## src/rtl/red_pkg.sv

```systemverilog
// package for the rotary encoder decoder: modes, timing, carriers
`default_nettype none

package red_pkg;

  // ----------------------------------------------------------------
  // mode settings
  // ----------------------------------------------------------------
  localparam logic [2:0] RED_MODE_MID  = 3'h1; // two pairs per cycle
  localparam logic [2:0] RED_MODE_LOW2 = 3'h2; // one pair per cycle
  localparam logic [2:0] RED_MODE_LOW3 = 3'h3; // same as 2
  localparam logic [2:0] RED_MODE_BTN  = 3'h4; // separate pushbuttons
  localparam logic [2:0] RED_MODE_HIGH = 3'h5; // all four pairs per cycle

  // ----------------------------------------------------------------
  // widths and reset values
  // ----------------------------------------------------------------
  localparam int         RED_POS_W     = 16;    // position counter width
  localparam logic [1:0] RED_SW_RST    = 2'h3;  // idle: both switches open
  localparam logic [15:0] RED_POS_RST  = 16'h0000;
  localparam int         RED_SYNC_N    = 3;     // synchroniser depth

  // ----------------------------------------------------------------
  // carrier for one decoded step
  // ----------------------------------------------------------------
  typedef struct packed {
    logic up;   // one-cycle up pulse
    logic down; // one-cycle down pulse
  } red_step_s;

  typedef logic [1:0] red_sw_t; // combined switch state {b,a}

endpackage : red_pkg

`default_nettype wire

```

## src/rtl/red_decoder.sv

```systemverilog
// rotary encoder / pushbutton step decoder with position counter
`default_nettype none
//
// Operation
// [RULE_01] push every switch-state change into history
// [RULE_02] check last three states after each change
// [RULE_03] four valid three-state sequences per direction
// [RULE_04] modes 2,3: one sequence pair, lowest resolution
// [RULE_05] mode 1: two sequence pairs, middle resolution
// [RULE_06] mode 5: all sequences, highest resolution
// [RULE_07] mode 4: inputs are up/down pushbuttons
// [RULE_08] sequences suppress up/down oscillation at detent
// [RULE_09] synchronise both inputs before change detection
// [RULE_10] one-cycle pulse and signed position adjust

module red_decoder
(
  input  wire logic                       ref_clk_i, // 25 MHz
  input  wire logic                       rst_i,     // sync, high
  input  wire logic                       sw_a_i,    // switch a / up
  input  wire logic                       sw_b_i,    // switch b / down
  input  wire logic [2:0]                 mode_i,    // resolution
  output var  red_pkg::red_step_s         step_o,    // step pulses
  output var  logic [red_pkg::RED_POS_W-1:0] pos_o   // signed position
);
  import red_pkg::*;

  // ----------------------------------------------------------------
  // input synchroniser
  // ----------------------------------------------------------------
  // three stages; a change counts once stages 2 and 3 agree, so
  // stage 1 feeds only stage 2 and metastability never reaches logic
  red_sw_t sync1_reg, sync2_reg, sync3_reg;
  red_sw_t sync1_next, sync2_next, sync3_next;
  red_sw_t stab_reg, stab_next;    // debounced-by-agreement state

  always_comb
  begin
    sync1_next = {sw_b_i, sw_a_i};  // see [RULE_09]
    sync2_next = sync1_reg;
    sync3_next = sync2_reg;
    stab_next  = stab_reg;
    if (sync2_reg == sync3_reg)
    begin
      stab_next = sync3_reg;        // see [RULE_09]
    end
  end

  always_ff @(posedge ref_clk_i)
  begin
    if (rst_i)
    begin
      sync1_reg <= RED_SW_RST;
      sync2_reg <= RED_SW_RST;
      sync3_reg <= RED_SW_RST;
      stab_reg  <= RED_SW_RST;
    end
    else
    begin
      sync1_reg <= sync1_next;
      sync2_reg <= sync2_next;
      sync3_reg <= sync3_next;
      stab_reg  <= stab_next;
    end
  end

  // ----------------------------------------------------------------
  // cyclic history and sequence matching
  // ----------------------------------------------------------------
  // gray position of a state around the switch cycle 0,1,3,2
  function automatic logic [1:0] red_phase(input red_sw_t s);
    unique case (s)
      2'h0: red_phase = 2'h0;
      2'h1: red_phase = 2'h1;
      2'h3: red_phase = 2'h2;
      2'h2: red_phase = 2'h3;
    endcase
  endfunction

  red_sw_t   hist_reg [3];          // [0] newest, [2] oldest
  red_sw_t   hist_next [3];
  logic      chg_reg, chg_next;     // change seen last cycle, outside button mode
  red_step_s step_next;
  logic [RED_POS_W-1:0] pos_reg, pos_next;

  logic [1:0] p0, p1, p2;           // phases of newest..oldest
  logic       seq_up, seq_dn;       // clean three-state sequence
  logic       sel_ok;               // sequence end phase selected
  logic       chg_now;              // new stable state differs

  always_comb
  begin
    chg_now   = (stab_reg != hist_reg[0]);
    for (int i = 0; i < 3; i++)
    begin
      hist_next[i] = hist_reg[i];
    end
    if (chg_now)
    begin
      hist_next[0] = stab_reg;      // see [RULE_01]
      hist_next[1] = hist_reg[0];
      hist_next[2] = hist_reg[1];
    end
    chg_next = chg_now && (mode_i != RED_MODE_BTN);

    p0 = red_phase(hist_reg[0]);
    p1 = red_phase(hist_reg[1]);
    p2 = red_phase(hist_reg[2]);
    // two steps the same way; a back-and-forth pattern matches
    // neither, so a bouncing detent switch gives no count
    seq_up = (p1 == 2'(p2 + 2'h1)) && (p0 == 2'(p1 + 2'h1)); // see [RULE_03]
    seq_dn = (p1 == 2'(p2 - 2'h1)) && (p0 == 2'(p1 - 2'h1)); // see [RULE_08]

    // the end phase decides which of the four sequences counts
    unique case (mode_i)
      RED_MODE_LOW2, RED_MODE_LOW3:
        sel_ok = (p0 == 2'h0);       // see [RULE_04]
      RED_MODE_MID:
        sel_ok = (p0[0] == 1'b0);    // see [RULE_05]
      RED_MODE_HIGH:
        sel_ok = 1'b1;               // see [RULE_06]
      default:
        sel_ok = 1'b0;               // illegal codes and button mode
    endcase

    step_next = '0;
    if (mode_i == RED_MODE_BTN)
    begin
      // press pulls a line low; count on the press edge only
      step_next.up   = chg_now && hist_reg[0][0] && !stab_reg[0]; // see [RULE_07]
      step_next.down = chg_now && hist_reg[0][1] && !stab_reg[1]; // see [RULE_07]
    end
    else if (chg_reg && sel_ok)
    begin
      step_next.up   = seq_up;       // see [RULE_02]
      step_next.down = seq_dn;       // see [RULE_02]
    end

    pos_next = pos_reg;
    if (step_next.up)
    begin
      pos_next = RED_POS_W'(pos_reg + 1'b1); // see [RULE_10]
    end
    else if (step_next.down)
    begin
      pos_next = RED_POS_W'(pos_reg - 1'b1); // see [RULE_10]
    end
  end

  always_ff @(posedge ref_clk_i)
  begin
    if (rst_i)
    begin
      for (int i = 0; i < 3; i++)
      begin
        hist_reg[i] <= RED_SW_RST;
      end
      chg_reg <= 1'b0;
      step_o  <= '0;
      pos_reg <= RED_POS_RST;
    end
    else
    begin
      for (int i = 0; i < 3; i++)
      begin
        hist_reg[i] <= hist_next[i];
      end
      chg_reg <= chg_next;
      step_o  <= step_next;
      pos_reg <= pos_next;
    end
  end

  assign pos_o = pos_reg;           // straight from the flip-flop
endmodule // red_decoder

`default_nettype wire

```

## config.mk

```make
export PLATFORM = sky130hd
export DESIGN_NAME = red_decoder
export DESIGN_NICKNAME = d
export VERILOG_FILES = /design/src/rtl/red_pkg.sv /design/src/rtl/red_decoder.sv
export SDC_FILE = /design/constraint.sdc
export NUM_CORES = 1
export LEC_CHECK = 0
export BUFFER_PORTS_ARGS = -buffer_cell sky130_fd_sc_hd__buf_2
export CAP_MARGIN = 20
export CORE_MARGIN = 8
export CORE_UTILIZATION = 50
export CTS_CLUSTER_SIZE = 16
export DETAILED_ROUTE_END_ITERATION = 12
export GPL_TIMING_DRIVEN = 0
export PLACE_DENSITY = 0.69
export SKIP_CTS_REPAIR_TIMING = 1
export SLEW_MARGIN = 5
export SYNTH_ARGS = -nofsm -noshare
export SYNTH_HDL_FRONTEND = slang
export SYNTH_SLANG_ARGS = --single-unit
```

## constraint.sdc

```tcl
create_clock -name ref_clk_i -period 8.15 [get_ports ref_clk_i]
set_input_delay 0.4075 -clock ref_clk_i [delete_from_list [all_inputs] [get_ports ref_clk_i]]
set_output_delay 0.4075 -clock ref_clk_i [all_outputs]
set_load 0.01 [all_outputs]
```

== Word level (Yosys, flattened, before mapping) ==
Memory sizes are Yosys's and may differ from the RTL's.
Index checks and enable logic that the tools add are counted.
Word-level totals
  register bits after elaboration: 27
  bits in latches: 0
  RAM bits: 6
  bits in read-only memories: 0
  input bits: 7
  output and inout port bits: 18
  word-level logic and storage cells: 71
  memories: 1
Memory list
  hist_reg: words 3, bits a word 2, read ports 3, clocked after memory_dff 0, write ports 3, line red_decoder.sv:80  | red_sw_t hist_reg [3];
Operators by class
  add/sub/neg operators: 6
  multiply operators: 0
  divide/modulo/power cells: 0
  order comparisons: 0
  equal/unequal tests: 21
  shift operators: 0
  multiplexer cells: 15
  bitwise operators: 4
  reductions and logical operators: 16
Operators with widths (count)
  $mux W16: 2
  $pmux W2 S4: 3
  $add A16 B1 Y16 const B: 1
  $sub A16 B1 Y16 const B: 1
  $eq A2 B2 Y1 const B: 6
  $eq A2 B2 Y1: 5
  $mux W2: 5
  $logic_and A1 B1 Y1: 8
  $logic_not A2 Y1: 4
  $eq A2 B1 Y1 const B: 3
  $eq A3 B2 Y1 const B: 2
  $eq A3 B3 Y1 const B: 2
  $mux W6: 1
  $add A2 B1 Y2 const B: 2
  $sub A2 B1 Y2 const B: 2
  $eq A3 B1 Y1 const B: 1
  $mux W1: 3
  $ne A3 B3 Y1 const B: 1
  $or A1 B1 Y1: 3
  $pmux W1 S3: 1
  $logic_not A1 Y1: 2
  $ne A2 B2 Y1: 1
  $reduce_bool A2 Y1: 1
  $reduce_or A2 Y1: 1
  $not A1 Y1: 1

== Depth between registers and ports, before layout ==
Gate-level depths: netlist of run 1.
  depth in word-level cells: 9
  depth in mapped cells: 14
  gate-level depth less buffers: 13

== Worst setup path before layout of run 1 ==
Ideal clock, no wire load.
  kind: reg-to-reg
  from: memory hist_reg[0][2] (netlist bit)
  to: register pos_reg[14] (netlist: pos_o[14])
  library setup time: 0.066 ns
  arrival time: 3.625 ns
  data required time: 8.084 ns
  setup slack: 4.459 ns
  stages on the path, launching flop included: 13
  buffers on the path: 0
  clock period less this slack: 3.691 ns
  cells stage by stage: dfxtp_1 > inv_1 > ha_1 > nor4b_2 > o211a_1 > a32oi_1 > ha_1 > o211ai_2 > o211ai_2 > nand3_2 > nor4bb_1 > or4_4 > a21oi_2
RTL lines
  start, declared: line red_decoder.sv:80
  end signal, assigned: line red_decoder.sv:170  | pos_reg <= pos_next;
  end, declared: line red_decoder.sv:84  | logic [RED_POS_W-1:0] pos_reg, pos_next;

==> results of run 1 <==
[metrics by stage]
stage / total power [mW] / utilization, % / area [um2] / hold slack [ps]
after detailed placement: 0.488 / 56.8 / 2470 / 396
final: 0.644 / 59.4 / 2590 / 296
after floorplan: 0.434 / - / 2270 / 389
after global placement: 0.481 / 56.4 / 2450 / 390
after global routing: 0.701 / 59.4 / 2590 / 297
after CTS: 0.650 / 59.4 / 2590 / 283
[power breakdown]
part           internal [mW]  leakage [nW]  switching, mW
clock                 0.0915        0.0543         0.0671
combinational          0.122          1.02          0.166
sequential             0.181         0.269         0.0165
total                  0.395          1.35          0.249
[synth_stat cells, drive strengths merged (3+ instances only)]
master / n / area share (%)
xor2: 10 / 3.9
nand2: 22 / 3.7
buf: 5 / 2.0
o21bai: 3 / 0.99
dfxtp: 33 / 29
clkbuf: 4 / 0.72
a21o: 5 / 1.7
nor3: 4 / 0.88
o21ai: 10 / 2.4
xnor2: 6 / 2.3
or2: 7 / 1.9
o211ai: 5 / 2.1
nor2: 29 / 4.8
ha: 25 / 14
a21oi: 21 / 4.8
a211o: 8 / 3.1
a211oi: 5 / 1.7
mux2i: 11 / 4.8
nand2b: 3 / 0.83
inv: 15 / 2.5
[metal layers]
| metal | global-route usage (%) | part of all wire, % |
|---|---|---|
| met5 | 0 | 0 |
| met4 | 7.38 | 2.2 |
| met3 | 3.22 | 4.0 |
| met2 | 21.9 | 45 |
| met1 | 16.5 | 49 |
[logic make-up after synthesis]
group	after synthesis	share of synthesized area (%)
AO/OA/AOI/OAI	73	22.5
multiplexers	11	4.84
adder cells (fa/ha/maj)	26	14.6
buffers and inverters	24	5.23
flip-flops	33	29.1
AND/OR/NAND/NOR	80	17.6
XOR/XNOR	16	6.16
[cell type report]
cell class	instances	area, um2	share of cell area (%)
clock inverters	3	46.3	1.79
well taps	52	65.1	2.51
plain buffers	9	62.6	2.42
flip-flops and latches	33	661	25.5
inverters	15	56.3	2.18
repair buffers	24	126	4.88
clock buffers	5	68.8	2.66
multi-input cells	206	1500	58.0
[worst max-delay path, stage by stage (launching register included)]
cell and delay [ps]:
dfxtp_1 390, inv_1 100, ha_1 220, o21bai_1 170, xor2_1 240, xor2_1 140, a32oi_2 530, buf_6 230
ha_1 280, a21oi_1 260, o211ai_2 160, nand3_2 160, a21oi_1 80, or4_4 410, a21oi_2 140
[path summary, 6_finish.rpt]
kind / cells past startpoint / to / slack, ps
hold reg to reg: 1 / sync2_reg[0] / 410
hold / removal: 2 / sync1_reg[1] / 300
setup reg to reg: 14 / pos_o[14] / 4570
setup / recovery: 14 / pos_o[14] / 4570
[placed cells by master (no fill, tap or decap), drive strengths merged, types with 2 or more instances in the layout]
cell type,instances
clkbuf,9
o21ai,10
o22ai,2
o211ai,5
xor2,10
nor2,29
nand2,22
ha,25
inv,15
a31oi,2
a211oi,5
a21o,5
a21boi,2
a211o,8
dfxtp,33
buf,29
o31ai,2
nor2b,2
nand4,2
mux2i,11
o21bai,3
nand2b,3
a21oi,21
or2,7
nor3,4
xnor2,6
and3,2
==> impl_metrics.env, run 1 <==
export IMPL_rsz0062_at_grt="false"
export IMPL_die_h_um=83.4
export IMPL_leakage_nw=1.35
export IMPL_layout_setup_ws_ps=4570
export IMPL_hold_viol=0
export IMPL_design_core_area_um2=4350
export IMPL_synth_edf_count=0
export IMPL_status="finished, final reports clean"
export IMPL_ys_ff_latch=33
export IMPL_num_io_pins=25
export IMPL_ant_nets=0
export IMPL_syn_inst=263
export IMPL_fmaxAchievable_mhz=280
export IMPL_crit_arrival_ps=3810
export IMPL_r2r_start="hist_reg[0][0]"
export IMPL_cp_start_kind="flip-flop"
export IMPL_async_flop_share_pct=0
export IMPL_ys_warn_count=0
export IMPL_vias=1911
export IMPL_clockRootBuffer="clkbuf_8"
export IMPL_port_buffers=23
export IMPL_clockBufferDepth=2
export IMPL_ys_types=56
export IMPL_drive_gt1_share_pct=19.3
export IMPL_clk_pin_slew_worst_paths_ps=70
export IMPL_cap_viol_max_count=0
export IMPL_required_ps=8380
export IMPL_antenna_cells=0
export IMPL_finalSetupTns_ps=0
export IMPL_fp_dieArea_um2=6960
export IMPL_vdd_drop_max_mv=0.128
export IMPL_cts_tree="built"
export IMPL_min_from="sw_b_i"
export IMPL_drc=0
export IMPL_hold_path_class="in2reg"
export IMPL_largest_register_ff_count=16
export IMPL_vias_per_cell=5.51
export IMPL_syn_area_um2=2270
export IMPL_synth_top_flop_cell="dfxtp_1"
export IMPL_fillers=403
export IMPL_grt_pass1_wl_mm=8.11
export IMPL_syn_avg_cell_area_um2=8.64
export IMPL_syn2layout_area_growth_pct=13.8
export IMPL_min_period_ps=3580
export IMPL_grt_max_degree=13
export IMPL_htree_levels=2
export IMPL_grtUsageTotal_pct=13.7
export IMPL_routabilityCongestion=0.828
export IMPL_post_place_ws_ps=4620
export IMPL_row_count=24
export IMPL_start_util_pct=52.2
export IMPL_dp_cells=339
export IMPL_clk_insertion_delay_late_ps=290
export IMPL_endpoint_kind="flip-flop"
export IMPL_slew_headroom_pct=62.8
export IMPL_power_density_nw_per_um2=249
export IMPL_grt_pass1_vias=1865
export IMPL_hpwl_mm=3.45
export IMPL_drt_wl_total_mm=4.53
export IMPL_fp_dieW_um=83.4
export IMPL_grt_overflow_total=0
export IMPL_antenna_found_initial=0
export IMPL_cp_startpoint="hist_reg[0][0]"
export IMPL_min_period_over_period_pct=43.9
export IMPL_drtPass1Iterations=4
export IMPL_synth_nets=296
export IMPL_cts_sinks=33
export IMPL_critPathMaxFanout=10
export IMPL_drt_iter0_markers=65
export IMPL_setup_viol=0
export IMPL_yosysSeqAreaShare_pct=29.1
export IMPL_tightest_slew_ps=558
export IMPL_crit_type="reg2reg"
export IMPL_stdcell_count=347
export IMPL_num_nets_final=327
export IMPL_cts_buffers_inserted=5
export IMPL_wire_per_inst_um=13.0
export IMPL_skew_ps=2.78
export IMPL_slew_viol_final=0
Note: power is estimated with default switching activity, not from simulation.
==> run 2: changes to the inputs <==
--- a/config.mk
+++ b/config.mk
@@ -12,7 +12,7 @@
 export CTS_CLUSTER_SIZE = 16
 export DETAILED_ROUTE_END_ITERATION = 12
 export GPL_TIMING_DRIVEN = 0
-export PLACE_DENSITY = 0.69
+export PLACE_DENSITY = 0.71
 export SKIP_CTS_REPAIR_TIMING = 1
 export SLEW_MARGIN = 5
 export SYNTH_ARGS = -nofsm -noshare
==> constraint.sdc (replaced) <==
create_clock -name ref_clk_i -period 3 [get_ports ref_clk_i]
set_input_delay 0.15 -clock ref_clk_i [delete_from_list [all_inputs] [get_ports ref_clk_i]]
set_output_delay 0.15 -clock ref_clk_i [all_outputs]
set_load 0.01 [all_outputs]
==> run 2 against run 1 <==
Net effect:
- the run now ends with setup timing left
- non-clock buffer count up 16
- sequential share of layout area down 3.2 points
- largest power group unchanged
- critical endpoint unchanged
- largest cell class unchanged
- critical path depth unchanged
- register-to-register slack worse by 4900 ps
- cell count up 4.6%
- worst setup slack worse by 4900 ps
- first-iteration DRC count down 1.5%
- clock skew up 5.6 ps
- clock power up 120%
==> impl_metrics.env, run 2 (synthesis gave the netlist of run 1 again) <==
export IMPL_status="complete, but fails checks"
export IMPL_failed_checks="setup timing"
export IMPL_min_to="sync1_reg[1]"
export IMPL_fillers=324
export IMPL_syn2layout_area_growth_pct=32.6
export IMPL_cts_tree="built"
export IMPL_hold_viol=0
export IMPL_crit_arrival_ps=3530
export IMPL_leakage_nw=1.44
export IMPL_die_h_um=83.4
export IMPL_critPathMaxFanout=8
export IMPL_slew_viol_final=0
export IMPL_cts_sinks=33
export IMPL_fp_dieW_um=83.4
export IMPL_rsz0062_at_grt="true"
export IMPL_vias_per_cell=5.48
export IMPL_crit_type="reg2reg"
export IMPL_start_util_pct=52.2
export IMPL_min_period_ps=3300
export IMPL_drtPass1Iterations=4
export IMPL_largest_register_ff_count=16
export IMPL_drt_iter0_markers=64
export IMPL_reg2reg_slack_ps=-300
export IMPL_wire_per_inst_um=14.8
export IMPL_worst_r2r_endpoint="pos_o[14]"
export IMPL_antenna_cells=0
export IMPL_vdd_drop_max_mv=0.384
export IMPL_clk_insertion_delay_late_ps=290
export IMPL_finalSetupTns_ps=-1280
export IMPL_cap_viol_max_count=0
export IMPL_p_total_mw=2.32
export IMPL_fp_dieArea_um2=6960
export IMPL_reg2reg_depth=14
export IMPL_stdcell_count=363
export IMPL_drt_wl_total_mm=5.38
export IMPL_drc=0
export IMPL_hpwl_mm=3.53
export IMPL_antenna_found_initial=0
export IMPL_grt_pass1_wl_mm=8.45
export IMPL_min_period_over_period_pct=110
export IMPL_cp_start_kind="flip-flop"
export IMPL_ant_nets=0
export IMPL_dp_cells=338
export IMPL_r2r_start="hist_reg[0][3]"
export IMPL_grtUsageTotal_pct=14.1
export IMPL_multi_input_area_um2=1780
export IMPL_required_ps=3230
export IMPL_row_count=24
export IMPL_placed_cell_area_um2=2600
export IMPL_hold_slack_ps=34.8
export IMPL_layout_setup_ws_ps=-301
export IMPL_cts_buffers_inserted=5
export IMPL_cp_startpoint="hist_reg[0][3]"
export IMPL_hold_path_class="in2reg"
export IMPL_num_nets_final=343
export IMPL_num_io_pins=25
export IMPL_regArea_um2=673
export IMPL_fin_area_um2=3020
export IMPL_slew_headroom_pct=67.3
export IMPL_clockBufferDepth=2
export IMPL_setup_viol=7
export IMPL_grt_pass1_vias=1850
export IMPL_clk_pin_slew_worst_paths_ps=80
export IMPL_skew_ps=8.40
export IMPL_hold_depth=2
export IMPL_port_buffers=23
export IMPL_drive_gt1_share_pct=35.4
export IMPL_design_core_area_um2=4350
export IMPL_clockRootBuffer="clkbuf_8"
export IMPL_vias=1988
export IMPL_routabilityCongestion=0.816
export IMPL_grt_overflow_total=0
export IMPL_power_density_nw_per_um2=771
export IMPL_final_cell_mix="nor2_1 (29), dfxtp_1 (27), buf_2 (23)"
export IMPL_mostFrequentLayoutCell="nor2_1"
export IMPL_tightest_slew_ps=491
export IMPL_grt_max_degree=18
export IMPL_min_from="sw_b_i"
export IMPL_fmaxAchievable_mhz=303
export IMPL_htree_levels=2
export IMPL_endpoint_kind="flip-flop"
[run 2: changes by cell type in the layout (fill, tap and decap cells not counted), sizes merged]
| cell | previous run | this run |
|---|---|---|
| bufinv | 1 | 0 |
| clkbuf | 9 | 10 |
| clkinv | 1 | 0 |
| clkinvlp | 1 | 3 |
| buf | 29 | 44 |
[run 2: worst max-delay path, cell delays in order (launching register included)]
cell and delay (ps):
dfxtp_2 370, inv_2 60, ha_4 330, nor4b_4 240
o211a_1 230, a32oi_4 140, buf_12 180, buf_6 120
ha_4 290, o211ai_4 80, o211ai_2 240, nand3_2 140
nor4bb_4 170, or4_4 520, a21oi_2 130
[run 2: power breakdown]
group	leakage (nW)	switching (mW)	internal (mW)	total (mW)
clock network	0.0364	0.183	0.163	0.346
logic	1.14	0.721	0.686	1.41
registers	0.267	0.0638	0.506	0.570
[run 2: cell type report]
class                           instances  area share, %
Multi-Input combinational cell        206           58.9
Sequential cell                        33           22.3
Timing Repair Buffer                   40           9.29
Clock buffer                            5           2.28
Buffer                                  9           2.16
Tap cell                               52           2.16
Inverter                               15           2.12
Clock inverter                          3          0.747
[run 2: metrics by stage]
step / worst slack [ps] / util, %
final: -301 / 69.3
after global routing: -451 / 69.3
after CTS: -554 / 61.9
after detailed placement: -542 / 59.8
after global placement: -545 / 59.8
after floorplan: -184 / -
[run 2: metal layers]
metal / share of wire, % / GRT usage [%]
met5: 0 / 0
met1: 46 / 18.4
met4: 1.1 / 5.18
met3: 3.9 / 3.91
met2: 49 / 21.6
[run 2: worst max-delay path by stage]
stage / endpoint / slack (ps) / cells after the start
2_1_floorplan: pos_o[14] / -180 / 13
3_3_place_gp: pos_o[14] / -540 / 13
3_5_place_dp: pos_o[14] / -540 / 13
4_1_cts: pos_o[14] / -550 / 13
5_1_grt: pos_o[14] / -450 / 15
6_report: pos_o[14] / -300 / 14
==> run 3: changes to the inputs <==
--- a/config.mk
+++ b/config.mk
@@ -12,9 +12,10 @@
 export CTS_CLUSTER_SIZE = 16
 export DETAILED_ROUTE_END_ITERATION = 12
 export GPL_TIMING_DRIVEN = 0
-export PLACE_DENSITY = 0.71
+export PLACE_DENSITY = 0.72
 export SKIP_CTS_REPAIR_TIMING = 1
 export SLEW_MARGIN = 5
 export SYNTH_ARGS = -nofsm -noshare
 export SYNTH_HDL_FRONTEND = slang
 export SYNTH_SLANG_ARGS = --single-unit
+export TNS_END_PERCENT = 10
==> run 3 against run 2 <==
Net effect:
- the run still ends with setup timing left
- highest routed layer unchanged
- core utilization decreased by 2.4 points
- clock skew decreased by 3.9 ps
- non-clock buffer count decreased by 2
- worst setup slack improved by 13 ps
- fmax increased by 0.39%
- worst hold slack about the same
- critical path depth increased by 1
- routed wire length decreased by 5.4%
- sequential cell count unchanged
- sequential power decreased by 3%
==> impl_metrics.env, run 3 (synthesis gave the netlist of run 1 again) <==
export IMPL_status="complete, but fails checks"
export IMPL_failed_checks="setup timing"
export IMPL_finalSetupTns_ps=-1180
export IMPL_p_switching_mw=0.861
export IMPL_die_h_um=83.4
export IMPL_cpPeakStageDelay_ps=480
export IMPL_skew_ps=4.46
export IMPL_htree_levels=2
export IMPL_cp_start_kind="flip-flop"
export IMPL_design_core_area_um2=4350
export IMPL_switching_share_pct=38.9
export IMPL_setup_viol=7
export IMPL_num_io_pins=25
export IMPL_vias_per_cell=5.55
export IMPL_fp_dieArea_um2=6960
export IMPL_crit_buf_inv=3
export IMPL_p_comb_share_pct=55.1
export IMPL_slew_viol_final=0
export IMPL_min_period_over_period_pct=110
export IMPL_cp_startpoint="hist_reg[0][1]"
export IMPL_drc=0
export IMPL_crit_arrival_ps=3530
export IMPL_required_ps=3240
export IMPL_fp_dieW_um=83.4
export IMPL_clockRootBuffer="clkbuf_8"
export IMPL_routabilityCongestion=0.833
export IMPL_post_place_ws_ps=-604
export IMPL_hpwl_mm=3.56
export IMPL_grt_max_degree=18
export IMPL_clk_insertion_delay_late_ps=290
export IMPL_vdd_drop_max_mv=0.384
export IMPL_row_count=24
export IMPL_drt_wl_total_mm=5.09
export IMPL_cap_viol_max_count=0
export IMPL_clk_pin_slew_worst_paths_ps=80
export IMPL_min_period_ps=3290
export IMPL_r2r_start="hist_reg[0][1]"
export IMPL_tightest_slew_ps=512
export IMPL_fillers=370
export IMPL_port_buffers=23
export IMPL_cts_buffers_inserted=5
export IMPL_cp_common_cell="o211ai_2"
export IMPL_slowest_stage="or4_4"
export IMPL_wire_per_inst_um=14.1
export IMPL_worstPathCellList="inv_2 > ha_2 > nand2_1 > nor3_2 > o211a_1 > a32oi_4 > buf_12 > buf_4 > ha_4 > o211ai_2 > o211ai_2 > nand3_2 > nor4bb_1 > or4_4 > a21oi_2"
export IMPL_antenna_cells=0
export IMPL_final_cell_mix="nor2_1 (28), dfxtp_1 (28), buf_2 (23)"
export IMPL_hold_viol=0
export IMPL_vias=2003
export IMPL_layout_setup_ws_ps=-288
export IMPL_grt_pass1_wl_mm=8.67
export IMPL_cts_tree="built"
export IMPL_fmaxAchievable_mhz=304
export IMPL_clockBufferDepth=2
export IMPL_sequentialPowerShare_pct=25.1
export IMPL_num_nets_final=341
export IMPL_grt_pass1_vias=1924
export IMPL_drtPass1Iterations=4
export IMPL_hold_path_class="in2reg"
export IMPL_slew_headroom_pct=65.9
export IMPL_min_from="sw_a_i"
export IMPL_leakage_nw=1.43
export IMPL_clkPwrFrac_pct=19.7
export IMPL_start_util_pct=52.2
export IMPL_drt_iter0_markers=77
export IMPL_largest_register_ff_count=16
export IMPL_grtUsageTotal_pct=14.5
export IMPL_antenna_found_initial=0
export IMPL_intPower_mw=1.35
export IMPL_syn2layout_area_growth_pct=28.0
export IMPL_power_density_nw_per_um2=760
export IMPL_drive_gt1_share_pct=34.0
export IMPL_crit_type="reg2reg"
export IMPL_grt_overflow_total=0
export IMPL_critPathTopFamily="simple AND/OR/NAND/NOR gates"
export IMPL_critPathMaxFanout=8
export IMPL_rsz0062_at_grt="true"
export IMPL_endpoint_kind="flip-flop"
export IMPL_ant_nets=0
export IMPL_cts_sinks=33
run 3: cell type report:
| cell class | instances | area [um2] | share of cell area (%) |
|---|---|---|---|
| clock inverter | 3 | 46.3 | 1.59 |
| buffer | 9 | 65.1 | 2.24 |
| multi-input combinational | 206 | 1700 | 58.3 |
| inverter | 15 | 56.3 | 1.94 |
| sequential | 33 | 672 | 23.1 |
| tap | 52 | 65.1 | 2.24 |
| clock buffer | 5 | 68.8 | 2.37 |
| timing repair buffer | 38 | 240 | 8.26 |
run 3: layer usage:
layer	track usage (%)	wire length [um]	up-vias
met4	5.49	48	0
met5	0	0	-
met3	3.81	159	4
met2	22.6	2380	22
li1	-	-	1030
met1	18.6	2510	947
run 3: final timing paths:
path	endpoint	slack, ps	depth (start not counted)
hold reg to reg	sync2_reg[0]	410	1
setup / recovery	pos_o[14]	-290	15
setup reg to reg	pos_o[14]	-290	15
hold / removal	sync1_reg[0]	30	2
run 3: power groups by stage:
stage / registers (mW) / clock network [mW] / logic (mW)
2_1_floorplan: 0.557 / 0 / 0.752
3_3_place_gp: 0.560 / 0 / 0.883
3_5_place_dp: 0.562 / 0 / 0.897
4_1_cts: 0.552 / 0.446 / 0.903
5_1_grt: 0.563 / 0.466 / 1.36
6_report: 0.555 / 0.436 / 1.22
run 3: stage by stage:
step                      instances  cell area [um2]  hold WS [ps]  utilization, %  power (mW)
after global routing            361             2910          19.8            66.8        2.39
after CTS                       346             2720          27.2            62.4        1.90
final                           361             2910          34.3            66.8        2.21
after floorplan                 263             2420           254               -        1.31
after detailed placement        338             2600           335            59.8        1.46
after global placement          338             2600           333            59.8        1.44
